File: config.mk
export PLATFORM = sky130hd
export DESIGN_NAME = uetc_ctrl
export DESIGN_NICKNAME = d
export VERILOG_FILES = /design/src/uetc_pkg.sv /design/src/uetc_ctrl.sv
export SDC_FILE = /design/constraint.sdc
export NUM_CORES = 1
export LEC_CHECK = 0
export ABC_AREA = 1
export BUFFER_PORTS_ARGS = -buffer_cell sky130_fd_sc_hd__buf_2
export CORE_MARGIN = 4
export CORE_UTILIZATION = 56
export CTS_CLUSTER_DIAMETER = 30
export CTS_CLUSTER_SIZE = 40
export DETAILED_ROUTE_END_ITERATION = 8
export GPL_TIMING_DRIVEN = 1
export MAX_ROUTING_LAYER = met4
export PLACE_DENSITY = 0.73
export REMOVE_ABC_BUFFERS = 1
export SYNTH_ARGS = -nofsm -noshare
export SYNTH_HDL_FRONTEND = slang
export SYNTH_SLANG_ARGS = --single-unit
File: constraint.sdc
create_clock -name i_clk -period 4.1 [get_ports i_clk]
set_input_delay 0 -clock i_clk [delete_from_list [all_inputs] [get_ports i_clk]]
set_output_delay 0 -clock i_clk [all_outputs]
set_load 0.01 [all_outputs]
File: src/uetc_pkg.sv
// Constants and types for the USB endpoint transaction controller.
// Assumes an 8-bit microcontroller bus with 13-bit byte addresses.
package uetc_pkg;
  // ****************************************************************
  // Register map
  // ****************************************************************
  localparam logic [12:0] A_HUB_ADDR  = 13'h1FEF;
  localparam logic [12:0] A_FN_ADDR   = 13'h1FEE;
  localparam logic [12:0] A_GLOBAL    = 13'h1FED;
  localparam logic [12:0] A_IRQ_STAT  = 13'h1FE9;
  localparam logic [12:0] A_IRQ_ACK   = 13'h1FE8;
  localparam logic [12:0] A_EP_CTRL0  = 13'h1FE5;
  localparam logic [12:0] A_EP_STAT0  = 13'h1FDF;
  localparam logic [12:0] A_EP_CACK0  = 13'h1FDB;
  localparam logic [12:0] A_EP_DATA0  = 13'h1FD5;
  localparam logic [12:0] A_EP_CNT0   = 13'h1FCD;
  localparam logic [7:0]  RESET_BYTE  = 8'h00;
  // ****************************************************************
  // Field positions
  // ****************************************************************
  localparam int SA_BIT     = 7;
  localparam int FN_ON_BIT  = 7;
  localparam int ADD_EN_BIT = 0;
  localparam int CT_ON      = 7;
  localparam int CT_TGL     = 3;
  localparam int CT_DIR     = 2;
  localparam int ST_SETUP   = 2;
  localparam int ST_RXOUT   = 1;
  localparam int ST_TXC     = 0;
  localparam int CA_RXO_ACK = 0;
  localparam int CA_TXC_ACK = 1;
  localparam int CA_SET_ACK = 2;
  localparam int CA_TXRDY   = 4;
  localparam int CA_DEND    = 5;
  localparam int CA_STALL   = 6;
  localparam logic [1:0] TYPE_BULK = 2'h2;
  localparam logic [1:0] TYPE_INT  = 2'h3;
  localparam logic [1:0] NO_EP     = 2'h3;
  localparam logic [3:0] FIFO_LEN  = 4'h8;
  localparam logic [3:0] SETUP_LEN = 4'h8;
  // ****************************************************************
  // Types
  // ****************************************************************
  typedef enum logic [1:0] {TOK_OUT = 2'h0, TOK_IN = 2'h1, TOK_SETUP = 2'h3} uetc_tok_t;
  typedef enum logic [1:0] {HS_ACK = 2'h0, HS_NAK = 2'h1, HS_STALL = 2'h3} uetc_hs_t;
  typedef enum logic [1:0] {ACT_NAK = 2'h0, ACT_STALL = 2'h1,
                            ACT_STORE = 2'h2, ACT_STATUS = 2'h3} uetc_act_t;
  typedef enum logic [1:0] {PH_IDLE = 2'h0, PH_RX = 2'h1, PH_WAIT = 2'h3} uetc_ph_t;
endpackage : uetc_pkg

File: src/uetc_ctrl.sv
// Endpoint transaction controller for function endpoints 0 to 2.
// Assumes a serial engine that decodes tokens and packets and reports
// host handshakes; the microcontroller reaches registers on a byte bus.
// Overview of operation
// SETUP with eight bytes: store, ACK, flag
// No-data status: DATA1 zero length, then done
// Control read IN: NAK unless buffer loaded
// Retry until ACK, clear loaded, set done
// Read status OUT: NAK while done set
// SETUP reception clears data-stage-end bit
// Control write OUT: store, ACK, flag
// Write status IN: DATA1 zero length, then done
// Interrupt/bulk IN endpoint: NAK, send, retry
// Interrupt/bulk OUT endpoint: store, ACK, flag
// Acknowledge bit clears endpoint interrupt source
// Unreadable bits read zero, unwritable ignored
// New hub address used after enable bit
// Address registers reset to zero
// Single-address bit shares one address
// Hub address field is seven bits
// Function enable gates function endpoint traffic
// Single-address mode ignores function enable
// Firmware programs address after status phase
// No-data setup: firmware sets end, stall
// Control read: firmware fills, then loads
// OUT flag set: NAK, keep FIFO
// Each endpoint owns an 8-byte FIFO
// Forced stall answers unexpected tokens with STALL
`timescale 1ns/100ps
module uetc_ctrl
  import uetc_pkg::*;
(
  input  wire logic        i_clk,
  input  wire logic        i_reset,
  input  wire logic [12:0] i_cpu_addr,
  input  wire logic        i_cpu_wr,
  input  wire logic        i_cpu_rd,
  input  wire logic [7:0]  i_cpu_wdata,
  output logic      [7:0]  o_cpu_rdata,
  input  wire logic        i_tok_valid,
  input  wire logic [1:0]  i_tok_pid,
  input  wire logic [6:0]  i_tok_addr,
  input  wire logic [1:0]  i_tok_ep,
  input  wire logic        i_rx_valid,
  input  wire logic [7:0]  i_rx_data,
  input  wire logic        i_rx_end,
  input  wire logic        i_host_ack,
  input  wire logic        i_tx_next,
  output logic             o_hs_valid,
  output logic      [1:0]  o_hs_code,
  output logic             o_tx_start,
  output logic             o_tx_data1,
  output logic      [3:0]  o_tx_len,
  output logic      [7:0]  o_tx_data,
  output logic             o_irq
);
  // ****************************************************************
  // Helpers
  // ****************************************************************
  function automatic logic [1:0] ep_of(input logic [12:0] a, input logic [12:0] base);
    logic [12:0] d;
    d = base - a;
    ep_of = (a <= base && d < 13'h0003) ? d[1:0] : NO_EP;
  endfunction : ep_of

  function automatic logic [4:0] fidx(input logic [1:0] ep, input logic [2:0] p);
    fidx = {ep, p};
  endfunction : fidx

  // ****************************************************************
  // State
  // ****************************************************************
  logic [7:0] hub_addr, fn_addr, global_state;
  logic [6:0] act_hub;
  logic [7:0] ep_ctrl [0:2];
  logic [2:0] rx_out, tx_compl, tx_ready, data_end, irq_src;
  logic       setup_flag, force_stall;
  logic [7:0] mem [0:23];
  logic [3:0] cnt [0:2];
  logic [2:0] cpu_ptr [0:2];
  uetc_ph_t   phase;
  uetc_act_t  cur_act;
  logic [1:0] cur_ep;
  logic       cur_setup, pend_zlp;
  logic [3:0] rx_ptr;
  logic [2:0] tx_ptr;

  logic [1:0] ctrl_sel, stat_sel, cack_sel, data_sel, cnt_sel;
  assign ctrl_sel = ep_of(i_cpu_addr, A_EP_CTRL0);
  assign stat_sel = ep_of(i_cpu_addr, A_EP_STAT0);
  assign cack_sel = ep_of(i_cpu_addr, A_EP_CACK0);
  assign data_sel = ep_of(i_cpu_addr, A_EP_DATA0);
  assign cnt_sel  = ep_of(i_cpu_addr, A_EP_CNT0);

  // ****************************************************************
  // Token decode
  // ****************************************************************
  logic       single, addr_ok, hit, ep_dir;
  logic [1:0] tep;
  assign single  = hub_addr[SA_BIT];
  assign addr_ok = single ? (i_tok_addr == act_hub)
                 : (i_tok_addr == fn_addr[6:0]) && fn_addr[FN_ON_BIT];
  assign tep     = i_tok_ep;
  assign hit     = i_tok_valid && addr_ok && tep != NO_EP && ep_ctrl[tep][CT_ON];
  assign ep_dir  = (tep != NO_EP) && ep_ctrl[tep][CT_DIR];

  logic      is_setup, is_in, is_out, in_data, in_zlp, ev_rx, ev_ack;
  uetc_act_t tok_act;
  assign is_setup = hit && i_tok_pid == TOK_SETUP && tep == 2'h0;
  assign is_in    = hit && i_tok_pid == TOK_IN;
  assign is_out   = hit && i_tok_pid == TOK_OUT;
  always_comb begin
    tok_act = ACT_NAK;
    in_data = 1'b0;
    in_zlp  = 1'b0;
    if (is_setup) begin
      tok_act = ACT_STORE;
    end else if (is_out) begin
      if (tep == 2'h0 && ep_dir) begin
        tok_act = (tx_compl[0] || rx_out[0]) ? ACT_NAK : ACT_STATUS;
      end else if (ep_dir || rx_out[tep]) begin
        tok_act = ACT_NAK;
      end else if (tep == 2'h0 && data_end[0] && force_stall) begin
        tok_act = ACT_STALL;
      end else begin
        tok_act = ACT_STORE;
      end
    end else if (is_in) begin
      if (tep == 2'h0 && data_end[0] && !ep_dir) begin
        in_zlp = 1'b1;
      end else if (ep_dir && !(tep == 2'h0 && data_end[0])) begin
        in_data = tx_ready[tep];
      end else if (tep == 2'h0 && force_stall) begin
        tok_act = ACT_STALL;
      end
    end
  end
  assign ev_rx  = phase == PH_RX && i_rx_end && !i_tok_valid;
  assign ev_ack = phase == PH_WAIT && i_host_ack && !i_tok_valid;

  // ****************************************************************
  // Transaction sequencing
  // ****************************************************************
  // A new token while waiting for the host ACK means the ACK was lost,
  // so the pending packet stays loaded and is simply sent again.
  always_ff @(posedge i_clk) begin
    if (i_reset) begin
      phase     <= PH_IDLE;
      cur_act   <= ACT_NAK;
      cur_ep    <= 2'h0;
      cur_setup <= 1'b0;
      pend_zlp  <= 1'b0;
    end else if (hit) begin
      cur_ep    <= tep;
      cur_act   <= tok_act;
      cur_setup <= is_setup;
      pend_zlp  <= in_zlp;
      if (is_in) begin
        phase <= (in_data || in_zlp) ? PH_WAIT : PH_IDLE;
      end else begin
        phase <= PH_RX;
      end
    end else if (i_tok_valid || ev_rx || ev_ack) begin
      phase <= PH_IDLE;
    end
  end

  always_ff @(posedge i_clk) begin
    if (i_reset) begin
      o_hs_valid <= 1'b0;
      o_hs_code  <= HS_NAK;
      o_tx_start <= 1'b0;
      o_tx_data1 <= 1'b0;
      o_tx_len   <= 4'h0;
    end else begin
      o_hs_valid <= 1'b0;
      o_tx_start <= 1'b0;
      if (is_in && (in_data || in_zlp)) begin
        o_tx_start <= 1'b1;
        o_tx_data1 <= in_zlp | ep_ctrl[tep][CT_TGL];
        o_tx_len   <= in_zlp ? 4'h0 : cnt[tep];
      end else if (is_in) begin
        o_hs_valid <= 1'b1;
        o_hs_code  <= (tok_act == ACT_STALL) ? HS_STALL : HS_NAK;
      end else if (ev_rx) begin
        o_hs_valid <= 1'b1;
        unique case (cur_act)
          ACT_STORE, ACT_STATUS: o_hs_code <= HS_ACK;
          ACT_STALL:             o_hs_code <= HS_STALL;
          ACT_NAK:               o_hs_code <= HS_NAK;
        endcase
      end
    end
  end

  // ****************************************************************
  // FIFO storage and transmit path
  // ****************************************************************
  logic ack_data;
  assign ack_data = ev_ack && !pend_zlp;
  always_ff @(posedge i_clk) begin
    if (hit) begin
      rx_ptr <= 4'h0;
    end else if (phase == PH_RX && cur_act == ACT_STORE && i_rx_valid && rx_ptr < FIFO_LEN) begin
      mem[fidx(cur_ep, rx_ptr[2:0])] <= i_rx_data;
      rx_ptr <= rx_ptr + 4'h1;
    end else if (i_cpu_wr && data_sel != NO_EP) begin
      mem[fidx(data_sel, cpu_ptr[data_sel])] <= i_cpu_wdata;
    end
  end

  always_ff @(posedge i_clk) begin
    if (i_reset) begin
      tx_ptr    <= 3'h0;
      o_tx_data <= RESET_BYTE;
    end else if (is_in && in_data) begin
      o_tx_data <= mem[fidx(tep, 3'h0)];
      tx_ptr    <= 3'h1;
    end else if (i_tx_next) begin
      o_tx_data <= mem[fidx(cur_ep, tx_ptr)];
      tx_ptr    <= tx_ptr + 3'h1;
    end
  end

  always_ff @(posedge i_clk) begin
    for (int e = 0; e < 3; e++) begin
      if (i_reset) begin
        cnt[e]     <= 4'h0;
        cpu_ptr[e] <= 3'h0;
      end else if (ev_rx && cur_act == ACT_STORE && cur_ep == e[1:0]) begin
        cnt[e]     <= cur_setup ? SETUP_LEN : rx_ptr;
        cpu_ptr[e] <= 3'h0;
      end else if (i_cpu_wr && cnt_sel == e[1:0]) begin
        cnt[e]     <= (i_cpu_wdata[3:0] > FIFO_LEN) ? FIFO_LEN : i_cpu_wdata[3:0];
        cpu_ptr[e] <= 3'h0;
      end else if ((i_cpu_wr || i_cpu_rd) && data_sel == e[1:0]) begin
        cpu_ptr[e] <= cpu_ptr[e] + 3'h1;
      end
    end
  end

  // ****************************************************************
  // Endpoint flags
  // ****************************************************************
  // Hardware sets are applied after software clears so that an event in
  // the same cycle as its acknowledge is never lost.
  logic [2:0] set_rxo, set_txc, clr_rxo, clr_txc, clr_rdy;
  logic       set_setup;
  always_comb begin
    set_rxo   = 3'h0;
    set_txc   = 3'h0;
    clr_rxo   = 3'h0;
    clr_txc   = 3'h0;
    clr_rdy   = 3'h0;
    set_setup = ev_rx && cur_setup;
    if (ev_rx && !cur_setup && (cur_act == ACT_STORE || cur_act == ACT_STATUS)) begin
      set_rxo[cur_ep] = 1'b1;
    end
    if (ev_ack) begin
      set_txc[cur_ep] = 1'b1;
      clr_rdy[cur_ep] = !pend_zlp;
    end
    if (i_cpu_wr && cack_sel != NO_EP) begin
      clr_rxo[cack_sel] = i_cpu_wdata[CA_RXO_ACK];
      clr_txc[cack_sel] = i_cpu_wdata[CA_TXC_ACK];
    end
  end

  always_ff @(posedge i_clk) begin
    if (i_reset) begin
      rx_out     <= 3'h0;
      tx_compl   <= 3'h0;
      setup_flag <= 1'b0;
    end else if (set_setup) begin
      rx_out     <= {rx_out[2:1], 1'b0};
      tx_compl   <= {tx_compl[2:1], 1'b0};
      setup_flag <= 1'b1;
    end else begin
      rx_out   <= (rx_out & ~clr_rxo) | set_rxo;
      tx_compl <= (tx_compl & ~clr_txc) | set_txc;
      if (i_cpu_wr && cack_sel == 2'h0 && i_cpu_wdata[CA_SET_ACK]) begin
        setup_flag <= 1'b0;
      end
    end
  end

  always_ff @(posedge i_clk) begin
    if (i_reset) begin
      tx_ready    <= 3'h0;
      data_end    <= 3'h0;
      force_stall <= 1'b0;
    end else begin
      // A register write to one endpoint must not mask a completion on another.
      tx_ready <= tx_ready & ~clr_rdy;
      if (i_cpu_wr && cack_sel != NO_EP) begin
        tx_ready[cack_sel] <= i_cpu_wdata[CA_TXRDY] & ~clr_rdy[cack_sel];
        data_end[cack_sel] <= i_cpu_wdata[CA_DEND];
        if (cack_sel == 2'h0) begin
          force_stall <= i_cpu_wdata[CA_STALL];
        end
      end
      if (set_setup) begin
        data_end[0] <= 1'b0;
      end
    end
  end

  always_ff @(posedge i_clk) begin
    if (i_reset) begin
      irq_src <= 3'h0;
    end else begin
      for (int e = 0; e < 3; e++) begin
        if (set_rxo[e] || set_txc[e] || (e == 0 && set_setup)) begin
          irq_src[e] <= 1'b1;
        end else if (i_cpu_wr && i_cpu_addr == A_IRQ_ACK && i_cpu_wdata[e]) begin
          irq_src[e] <= 1'b0;
        end
      end
    end
  end
  assign o_irq = |irq_src;

  // ****************************************************************
  // Configuration registers
  // ****************************************************************
  always_ff @(posedge i_clk) begin
    if (i_reset) begin
      hub_addr     <= RESET_BYTE;
      fn_addr      <= RESET_BYTE;
      global_state <= RESET_BYTE;
      act_hub      <= 7'h00;
    end else if (i_cpu_wr) begin
      if (i_cpu_addr == A_HUB_ADDR) begin
        hub_addr <= i_cpu_wdata;
      end
      if (i_cpu_addr == A_FN_ADDR) begin
        fn_addr <= i_cpu_wdata;
      end
      if (i_cpu_addr == A_GLOBAL) begin
        global_state <= {7'h00, i_cpu_wdata[ADD_EN_BIT]};
        if (i_cpu_wdata[ADD_EN_BIT]) begin
          act_hub <= hub_addr[6:0];
        end
      end
    end
  end

  // Hardware toggles the data toggle bit after each stored OUT packet and each acknowledged IN data packet; SETUP sets it.
  always_ff @(posedge i_clk) begin
    for (int e = 0; e < 3; e++) begin
      if (i_reset) begin
        ep_ctrl[e] <= RESET_BYTE;
      end else if (i_cpu_wr && ctrl_sel == e[1:0]) begin
        ep_ctrl[e] <= {i_cpu_wdata[7], 3'h0, i_cpu_wdata[3:0]};
      end else if (set_setup && e == 0) begin
        ep_ctrl[e][CT_TGL] <= 1'b1;
      end else if ((ack_data || (ev_rx && cur_act == ACT_STORE && !cur_setup))
                   && cur_ep == e[1:0]) begin
        ep_ctrl[e][CT_TGL] <= ~ep_ctrl[e][CT_TGL];
      end
    end
  end

  // ****************************************************************
  // Register read-back
  // ****************************************************************
  always_ff @(posedge i_clk) begin
    if (i_reset) begin
      o_cpu_rdata <= RESET_BYTE;
    end else if (i_cpu_rd) begin
      o_cpu_rdata <= RESET_BYTE;
      if (i_cpu_addr == A_HUB_ADDR) o_cpu_rdata <= hub_addr;
      if (i_cpu_addr == A_FN_ADDR) o_cpu_rdata <= fn_addr;
      if (i_cpu_addr == A_GLOBAL) o_cpu_rdata <= global_state;
      if (i_cpu_addr == A_IRQ_STAT) o_cpu_rdata <= {5'h00, irq_src};
      if (ctrl_sel != NO_EP) o_cpu_rdata <= ep_ctrl[ctrl_sel];
      if (stat_sel != NO_EP) o_cpu_rdata <= {5'h00, stat_sel == 2'h0 && setup_flag,
                                             rx_out[stat_sel], tx_compl[stat_sel]};
      if (cack_sel != NO_EP) o_cpu_rdata <= {1'b0, cack_sel == 2'h0 && force_stall,
                                             data_end[cack_sel], tx_ready[cack_sel], 4'h0};
      if (data_sel != NO_EP) o_cpu_rdata <= mem[fidx(data_sel, cpu_ptr[data_sel])];
      if (cnt_sel != NO_EP) o_cpu_rdata <= {4'h0, cnt[cnt_sel]};
    end
  end
endmodule : uetc_ctrl

After elaboration in Yosys (flattened, before gate mapping)
Memory sizes are Yosys's and may differ from the RTL's.
Index checks and enable logic that the tools add are counted.

word-level totals
  input bits = 49
  memories kept = 4
  bits in registers = 81
  logic and storage cells = 421
  output and inout bits = 26
  bits in writable memories = 228

memories
  name     words  bits a word  rd ports  clocked after Yosys merged registers in  wr ports  line             source
  mem      24     8            3         0                                        1         uetc_ctrl.sv:78  logic [7:0] mem [0:23];
  ep_ctrl  3      5            5         0                                        3         uetc_ctrl.sv:75  logic [7:0] ep_ctrl [0:2];
  cnt      3      4            2         0                                        3         uetc_ctrl.sv:79  logic [3:0] cnt [0:2];
  cpu_ptr  3      3            4         0                                        3         uetc_ctrl.sv:80  logic [2:0] cpu_ptr [0:2];

cells by class
  order comparisons = 18
  equal/unequal tests = 29
  add/sub/neg operators = 10
  muxes and demuxes = 182
  reduce and logical (&&, ||, !) cells = 107
  bitwise gates (word level) = 40

operators with widths
  operator                count
  $mux 1                  112
  $mux 8                  12
  $eq 13x13->1 const B    5
  $le 13x13->1 const B    5
  $lt 13x2->1 const B     5
  $sub 13x13->13 const A  5
  $logic_and 1x1->1       62
  $mux 3                  15
  $mux 2                  18
  $mux 4                  9
  $or 1x1->1              23
  $mux 5                  4
  $and 3x3->3             6
  $logic_not 2->1         9
  $eq 2x1->1 const B      8
  $eq 2x2->1 const B      8
  $bmux 1 s2              7
  $eq 7x7->1              2
  $reduce_bool 2->1       7
  $add 3x1->3 const B     4
  $logic_or 1x1->1        12
  $lt 2x3->1 const B      4
  $ne 2x2->1 const B      6
  $reduce_and 2->1        5
  other kinds (16)        33

Depth between registers and ports, before layout
Gate-level depths: netlist of the first run.

  depth in word-level cells = 14
  mapped depth = 25
  mapped depth without buffers = 24

Worst setup path before layout of the first run
No wires, ideal clock.

  path kind = input-to-reg
  start point = in i_cpu_addr[1]
  end point = mem mem[0][4], data pin
  stages = 13
  arrival = 2.693 ns
  setup slack = 1.015 ns
  library setup time = 0.392 ns
  path through = buf_4 > inv_4 > ha_1 > a21boi_2 > nand3_1 > nor2_1 > nand3_1 > nor2_1 > nand3_1 > nor2_1 > nand2_1 > clkbuf_1 > o21ai_0

on the way
  word-level cells in the longest chain between the ends = 12
  elaborated cells between the ends (all ways) = 13
  those cells by class = 1 x add/sub; 2 x order compare; 1 x eq/ne; 6 x mux; 3 x reduce/logical

ends and longest elaborated chain
  what                                  line              source
  start: declaration                    uetc_ctrl.sv:35   input wire logic [12:0] i_cpu_addr,
  $sub 13x13->13                        uetc_ctrl.sv:62   d = base - a;
  $lt 13x2->1                           uetc_ctrl.sv:63   ep_of = (a <= base && d < 13'h0003) ? d[1:0] : NO_EP;
  $logic_and 1x1->1                     uetc_ctrl.sv:63
  $mux 2 (*)                            uetc_ctrl.sv:63
  $ne 2x2->1 (*)                        uetc_ctrl.sv:207  end else if (i_cpu_wr && data_sel != NO_EP) begin
  $logic_and 1x1->1 (*)                 uetc_ctrl.sv:207
  $mux 1 (*)                            uetc_ctrl.sv:207
  $mux 1 (*)                            uetc_ctrl.sv:204  end else if (phase == PH_RX && cur_act == ACT_STORE && i_rx_valid && rx_ptr < FIFO_LEN) begin
  $mux 1 (*)                            uetc_ctrl.sv:202  if (hit) begin
  $mux 1 (implied by the code) (*)      uetc_ctrl.sv:208  mem[fidx(data_sel, cpu_ptr[data_sel])] <= i_cpu_wdata;
  $reduce_or 8->1 (no source line) (*)  n/a
  $mux 8 (no source line) (*)           n/a
  end: declaration                      uetc_ctrl.sv:78

Mark *: on every way between the ends. The rest lies on a longest branch, timed or not.

Final worst setup path of the first run
  start point = reg fn_addr[5]
  end point = mem mem[12][3] (enable)

on the way
  word-level cells in the longest chain between the ends = 10
  elaborated cells between the ends (all ways) = 13
  those cells by class = 1 x eq/ne; 7 x mux; 5 x reduce/logical

ends and longest elaborated chain
  what                                               line              source
  start: declaration                                 uetc_ctrl.sv:73   logic [7:0] hub_addr, fn_addr, global_state;
  start signal: assignment                           uetc_ctrl.sv:337  fn_addr <= i_cpu_wdata;
  $eq 7x7->1 (*)                                     uetc_ctrl.sv:102  : (i_tok_addr == fn_addr[6:0]) && fn_addr[FN_ON_BIT];
  $logic_and 1x1->1 (*)                              uetc_ctrl.sv:102
  $mux 1 (*)                                         uetc_ctrl.sv:101  assign addr_ok = single ? (i_tok_addr == act_hub)
  $logic_and 1x1->1 (*) (3 in a row)                 uetc_ctrl.sv:104  assign hit = i_tok_valid && addr_ok && tep != NO_EP && ep_ctrl[tep][CT_ON];
  $mux 1                                             uetc_ctrl.sv:202
  $mux 1 (implied by the code)                       uetc_ctrl.sv:208
  $reduce_or 8->1 (no source line)                   n/a
  $mux 5 (no source line) or $mux 1 (tied branches)  n/a

Marks and branches as above.

==> run_results.csv, run 1 <==
group,metric,value,unit
critical_path,path_common_cell,"nor2_1",
timing,fin_setup_tns,0,ns
clocking,ctsRootBufferMaster,"clkbuf_16",
clocking,cts_max_path_buffers,3,
critical_path,cp.arrival,3.72,ns
finish,final_common_cell,"nand2_1",
route,routed_via_density,6.21,
yosys,yosys_warnings,0,
run,drv_cap,0,
finish,utilization,68.7,%
yosys,post_synth_instance_area,0.0171,mm^2
clocking,post_cts_buffers,0,
global_routing,grt_overflow,0,
global_routing,grt_pass1_wl,93700,um
timing,holdWs,-0.00983,ns
finish,final_nets,2340,
power,ir_drop,0.418,mV
die,coreArea,0.0299,mm^2
timing,max-slew-margin-rel,18.1,%
timing,rsz0062_at_grt,"false",
yosys,yosysSeqAreaShare,49.5,%
global_routing,grt_max_degree,147,
place,dp_slack,0.392,ns
clocking,cts_tree,"built",
critical_path,critPathMaxStageDelay,0.62,ns
power,leakage,8.31,nW
die,dieHeight,183,um
place,dp_cells,2579,
critical_path,path_class,"reg -> reg",
clocking,postCtsHoldBufs,19,
yosys,synth-edff-count,228,
critical_path,critPathMaxFanout,9,
yosys,synth.distinct_cells,47,
clocking,cts_buffers,67,
critical_path,crit_buf_inv,2,
global_routing,first_global_vias,16500,
place,place_congestion,0.997,
finish,syn_to_final_growth,19.8,%
finish,final_cell_mix,"400 x nand2_1, 262 x inv_1, 229 x nand3_1",
finish,final_area,0.0205,mm^2
yosys,synth_seq_cells,309,
die,start_util,57.3,%
yosys,syn_avg_cell_area,7.98,um^2
global_routing,grt_use_total,37.4,%
clocking,clock_sink_count,309,
power,p_per_area,451,mW/mm^2
place,dpl-instance-area,0.0181,mm^2
timing,fin_ws,0.555,ns
timing,setup_viol,0,
critical_path,ff2ff_setup_slack,0.56,ns
critical_path,path_cells,"inv_1, o22ai_1, nor2_1, o2111ai_1, nor3_1, nor2_1, nor2_1, nor2_1, inv_1, nor2_1, nand2_1, o21ai_0, nor2_1, nand2_1, nor2_1",
route,post-route-drc-count,0,
yosys,synthArstFlopShare,0,%
route,first_pass_iters,6,
run_status,violations,"hold timing",
global_routing,antenna_found_initial,1,
route,post_drt_wl_per_cell,22.6,um
timing,clock.fmax,282,MHz
min_path,min_path_type,"in -> reg",
finish,drive_above_1_share,12.3,%
critical_path,cp_slowest_cell,"nor2_1",
critical_path,setup.worst_path.start_class,"register",
clocking,clk_latency,0.57,ns
finish,final_cells,2722,
clocking,path_clk_slew,0.05,ns
route,routed_wl,61600,um
timing,layout_min_cycle_time,3.54,ns
timing,finClkSkew,0.0441,ns
timing,slew_viol_final,0,
route,first_iter_violations,2214,
die,pin_count,75,
yosys,syn_inst,2145,
timing,post-route-period-util,86.5,%
die,die_x,183,um
critical_path,crit_path_end_kind,"register",
yosys,ys.flop_type,"edfxtp_1",
route,vias,16900,
place,dpl.hpwl,43200,um
die,fp.dieArea,0.0334,mm^2
timing,tightest_slew,1.23,ns
critical_path,required,4.28,ns
timing,finalHoldViolations,8,
finish,fillers,2488,
critical_path,crit_family,"simple AND/OR/NAND/NOR gates",
die,fp-row-count,63,
route,drtAntennaViolNets,0,
place,port_buffers,74,
run_status,outcome,"finished with violations",
clocking,cts_htree_levels,3,
clocking,cts-resized-gates,0,
## worst register-to-register path, stage by stage (launching register included)
cell and delay, ns:
dfxtp_1 0.30, inv_1 0.11, o22ai_1 0.10, nor2_1 0.12, o2111ai_1 0.13, nor3_1 0.38, nor2_1 0.09, nor2_1 0.30
nor2_1 0.07, inv_1 0.11, nor2_1 0.09, nand2_1 0.27, o21ai_0 0.18, nor2_1 0.17, nand2_1 0.12, nor2_1 0.62
## worst paths after layout
check,startpoint,depth (start not counted),to
max reg2reg,fn_addr[5],15,mem[12][3]
min reg2reg,act_hub[4],2,act_hub[4]
max,fn_addr[5],15,mem[12][3]
min,i_rx_data[3],3,mem[16][3]
## power breakdown
| group | internal [mW] | switching, mW |
|---|---|---|
| logic | 0.183 | 0.463 |
| registers | 3.38 | 0.0163 |
| clock network | 3.45 | 1.76 |
| total | 7.02 | 2.24 |
## layout make-up
| class | instances | area (um^2) | area share, % |
|---|---|---|---|
| Inverter | 276 | 1040 | 5.07 |
| Timing Repair Buffer | 162 | 1120 | 5.44 |
| Antenna cell | 1 | 2.50 | 0.0122 |
| Multi-Input combinational cell | 1461 | 7180 | 35.0 |
| Clock inverter | 33 | 332 | 1.62 |
| Tap cell | 390 | 488 | 2.38 |
| Sequential cell | 309 | 8470 | 41.3 |
| Clock buffer | 90 | 1890 | 9.20 |
## metal layers
metal  global-route usage, %  part of all wire [%]
met5                       -                     0
met4                    21.5                   6.8
met3                    6.01                   9.2
met2                    60.2                    47
met1                    44.8                    37
## through the flow
stage	power, mW	hold WS (ns)
floorplan	3.79	0.0691
global placement	4.06	0.259
detailed placement	4.07	0.297
CTS	9.26	0.00149
global route	9.51	0.0297
finish	9.26	-0.00983
## cells by family (layout without fill, tap and decap cells)
logic type,count (synthesis),in the layout,share of synthesized area (%)
other cells,0,1,0
buf+inv,375,561,8.87
compound gates,530,530,17.3
simple gates,900,900,22.5
fa+ha+maj,14,14,1.02
flops,309,309,49.5
mux,4,4,0.234
xor+xnor,13,13,0.665
## Yosys cell counts (all sizes together), types with 2 or more instances
cell type  count  area share, %
a41oi          2           0.10
a21oi        165            4.8
ha            14            1.0
clkinv         7           0.15
a221oi         6           0.31
nand3        232            6.8
buf           38            1.5
dfxtp         81            9.5
or2            5           0.18
o21ai        242            7.1
nand3b         3           0.13
nand4         26           0.99
nor3          17           0.50
o221ai        10           0.51
xnor2          7           0.36
xor2           6           0.31
o22ai         19           0.69
edfxtp       228             40
nand2        405            9.0
a31oi         14           0.51
nor4           5           0.18
o2111ai        5           0.26
o211ai        52            2.3
clkbuf        61            1.3
o31ai          3           0.13
o32ai          4           0.20
nor2         205            4.6
mux2i          4           0.23
a211oi         4           0.18
inv          269            5.9
## sequential cells by signal, indices dropped and copies added (netlist names), 4 cells and up
name	flops
o_tx_data	8
cpu_ptr	9
act_hub	7
o_cpu_rdata	8
rx_ptr	4
mem	192
hub_addr	8
cnt	12
o_tx_len	4
ep_ctrl	15
fn_addr	8
(Power assumes the default switching activity.)
==> run 2: changes to the inputs <==
- CORE_MARGIN: 4 -> default
==> run 2 against run 1 <==
The run now ends clean. Final cell count is essentially flat. First-iteration DRC count fell by 1.5%. Clock power is 5.8% higher. Die area is 6.5% lower. Via count shrank 0.48%. Setup slack improved by 0.083 ns. Total power increased by 3.2%. Clock skew shrank 0.014 ns. Clock-buffer cell count shrank 7. Global-route usage up 2.7 points. Non-clock buffer count up 2.
==> run_results.csv, run 2 (synthesis gave the netlist of run 1 again) <==
group,metric,value,unit
clocking,cts_buffers,67,
timing,slew_viol_final,0,
power,p_switching,2.22,mW
critical_path,cp.arrival,3.72,ns
route,post-route-drc-count,0,
clocking,post_cts_buffers,0,
place,port_buffers,74,
critical_path,timing.rr.start,"fn_addr[3]",
finish,drive_above_1_share,12.3,%
power,combPwrFrac,6.7,%
clocking,path_clk_slew,0.05,ns
die,die_x,177,um
finish,final_common_cell,"nand2_1",
power,p_per_area,463,mW/mm^2
global_routing,first_global_vias,15800,
die,pin_count,75,
finish,utilization,69.1,%
power,totalPowerFinal,9.56,mW
timing,max-slew-margin-rel,44.3,%
clocking,cts_htree_levels,3,
timing,holdWs,0.0826,ns
critical_path,endpoint,"mem[0][1]",
power,p_clk_share,57.7,%
finish,final_cell_mix,"400 x nand2_1, 262 x inv_1, 229 x nand3_1",
finish,multi_input_area,0.00718,mm^2
clocking,cts_tree,"built",
timing,finalHoldViolations,0,
critical_path,required,4.36,ns
critical_path,setup.worst_path.start_class,"register",
timing,tightest_slew,0.835,ns
power,p_int,7.34,mW
place,dpl.hpwl,41700,um
critical_path,ff2ff_setup_slack,0.64,ns
finish,seqCellArea,0.00847,mm^2
run,drv_cap,0,
clocking,postCtsHoldBufs,22,
route,drtAntennaViolNets,0,
global_routing,grt_pass1_wl,90600,um
die,dieHeight,177,um
power,power_frac_seq,35.6,%
die,coreArea,0.0299,mm^2
power,p_sw_share,23.2,%
power,leakage,8.37,nW
run_status,outcome,"complete, no violations",
clocking,clk_latency,0.57,ns
critical_path,r2r-end,"mem[0][1]",
die,fp-row-count,63,
timing,clock.fmax,289,MHz
place,place_congestion,1.03,
clocking,ctsRootBufferMaster,"clkbuf_16",
min_path,min_path_type,"in -> reg",
timing,rsz0062_at_grt,"false",
finish,largest_reg_flops,192,
finish,fillers,2374,
global_routing,grt_max_degree,139,
route,vias,16800,
critical_path,critPathMaxFanout,9,
timing,finClkSkew,0.0303,ns
power,ir_drop,0.437,mV
clocking,cts_max_path_buffers,3,
global_routing,grt_overflow,0,
finish,syn_to_final_growth,20.6,%
global_routing,grt_use_total,40.1,%
global_routing,antenna_found_initial,0,
die,fp.dieArea,0.0313,mm^2
critical_path,timing.critical_path.from,"fn_addr[3]",
route,routed_wl,60800,um
finish,final_nets,2342,
critical_path,crit_path_end_kind,"register",
critical_path,path_class,"reg -> reg",
route,routed_via_density,6.18,
clocking,clock_sink_count,309,
timing,setup_viol,0,
route,first_pass_iters,5,
critical_path,worst_r2r_path_depth,16,
route,first_iter_violations,2181,
die,start_util,57.3,%
clocking,cts-resized-gates,0,
route,post_drt_wl_per_cell,22.3,um
timing,post-route-period-util,84.4,%
timing,layout_min_cycle_time,3.46,ns
run 2: cell count changes in the layout (fill, tap and decap cells not counted), sizes merged:
cell,previous run,this run
clkbuf,90,83
bufinv,3,9
inv,280,275
clkinvlp,2,6
dlygate4sd3,19,22
buf,143,142
clkinv,24,25
run 2: worst min-delay path by stage:
stage                         from         end  cells after the start
detailed placement  i_cpu_wdata[7]  fn_addr[7]                      3
CTS                   i_rx_data[0]   mem[9][0]                      4
global route          i_rx_data[0]   mem[9][0]                      4
finish                i_rx_data[0]   mem[9][0]                      4
global placement    i_cpu_wdata[7]  fn_addr[7]                      3
floorplan                  i_reset   cur_setup                      1
run 2: power groups by stage:
stage | Clock, mW | Combinational [mW] | Sequential, mW
floorplan | 0 | 0.326 | 3.47
global placement | 0 | 0.593 | 3.46
detailed placement | 0 | 0.599 | 3.46
CTS | 5.52 | 0.622 | 3.40
global route | 5.67 | 0.688 | 3.40
finish | 5.51 | 0.642 | 3.40
run 2: worst max-delay path, stage by stage, from the launching register on:
cell and delay (ns):
dfxtp_1 0.33, inv_1 0.08, o22ai_1 0.07, a21oi_1 0.12, o2111ai_1 0.12, nor3_1 0.38, nor2_1 0.08, nor2_1 0.35
nor2_1 0.07, inv_1 0.14, nor2_1 0.10, nand2_1 0.27, o21ai_0 0.20, a21oi_1 0.25, nand2_1 0.16, nor2_1 0.21
buf_4 0.22
run 2: layout make-up:
| type | instances | share of cell area (%) |
|---|---|---|
| Clock buffer | 83 | 8.96 |
| Timing Repair Buffer | 164 | 5.51 |
| Tap cell | 390 | 2.36 |
| Antenna cell | 1 | 0.0121 |
| Sequential cell | 309 | 41.0 |
| Multi-Input combinational cell | 1461 | 34.8 |
| Clock inverter | 39 | 2.33 |
| Inverter | 276 | 5.03 |
run 2: stage by stage:
step                area, um^2  std cells  setup WS (ns)  TNS [ns]
finish                   20700       2723          0.638         0
global route             20600       2722          0.452         0
CTS                      20600       2722          0.736         0
detailed placement       18100       2578          0.567         0
global placement         18100       2578          0.655         0
floorplan                16600       2046         -0.761   -113.60
run 2: layer usage:
layer | wire, um | vias to the layer above | GRT usage (%)
li1 | - | 7684 | -
met1 | 22900 | 7860 | 48.8
met2 | 28500 | 1086 | 63.7
met3 | 6060 | 205 | 7.13
met4 | 3330 | 0 | 21.1
met5 | 0 | - | -
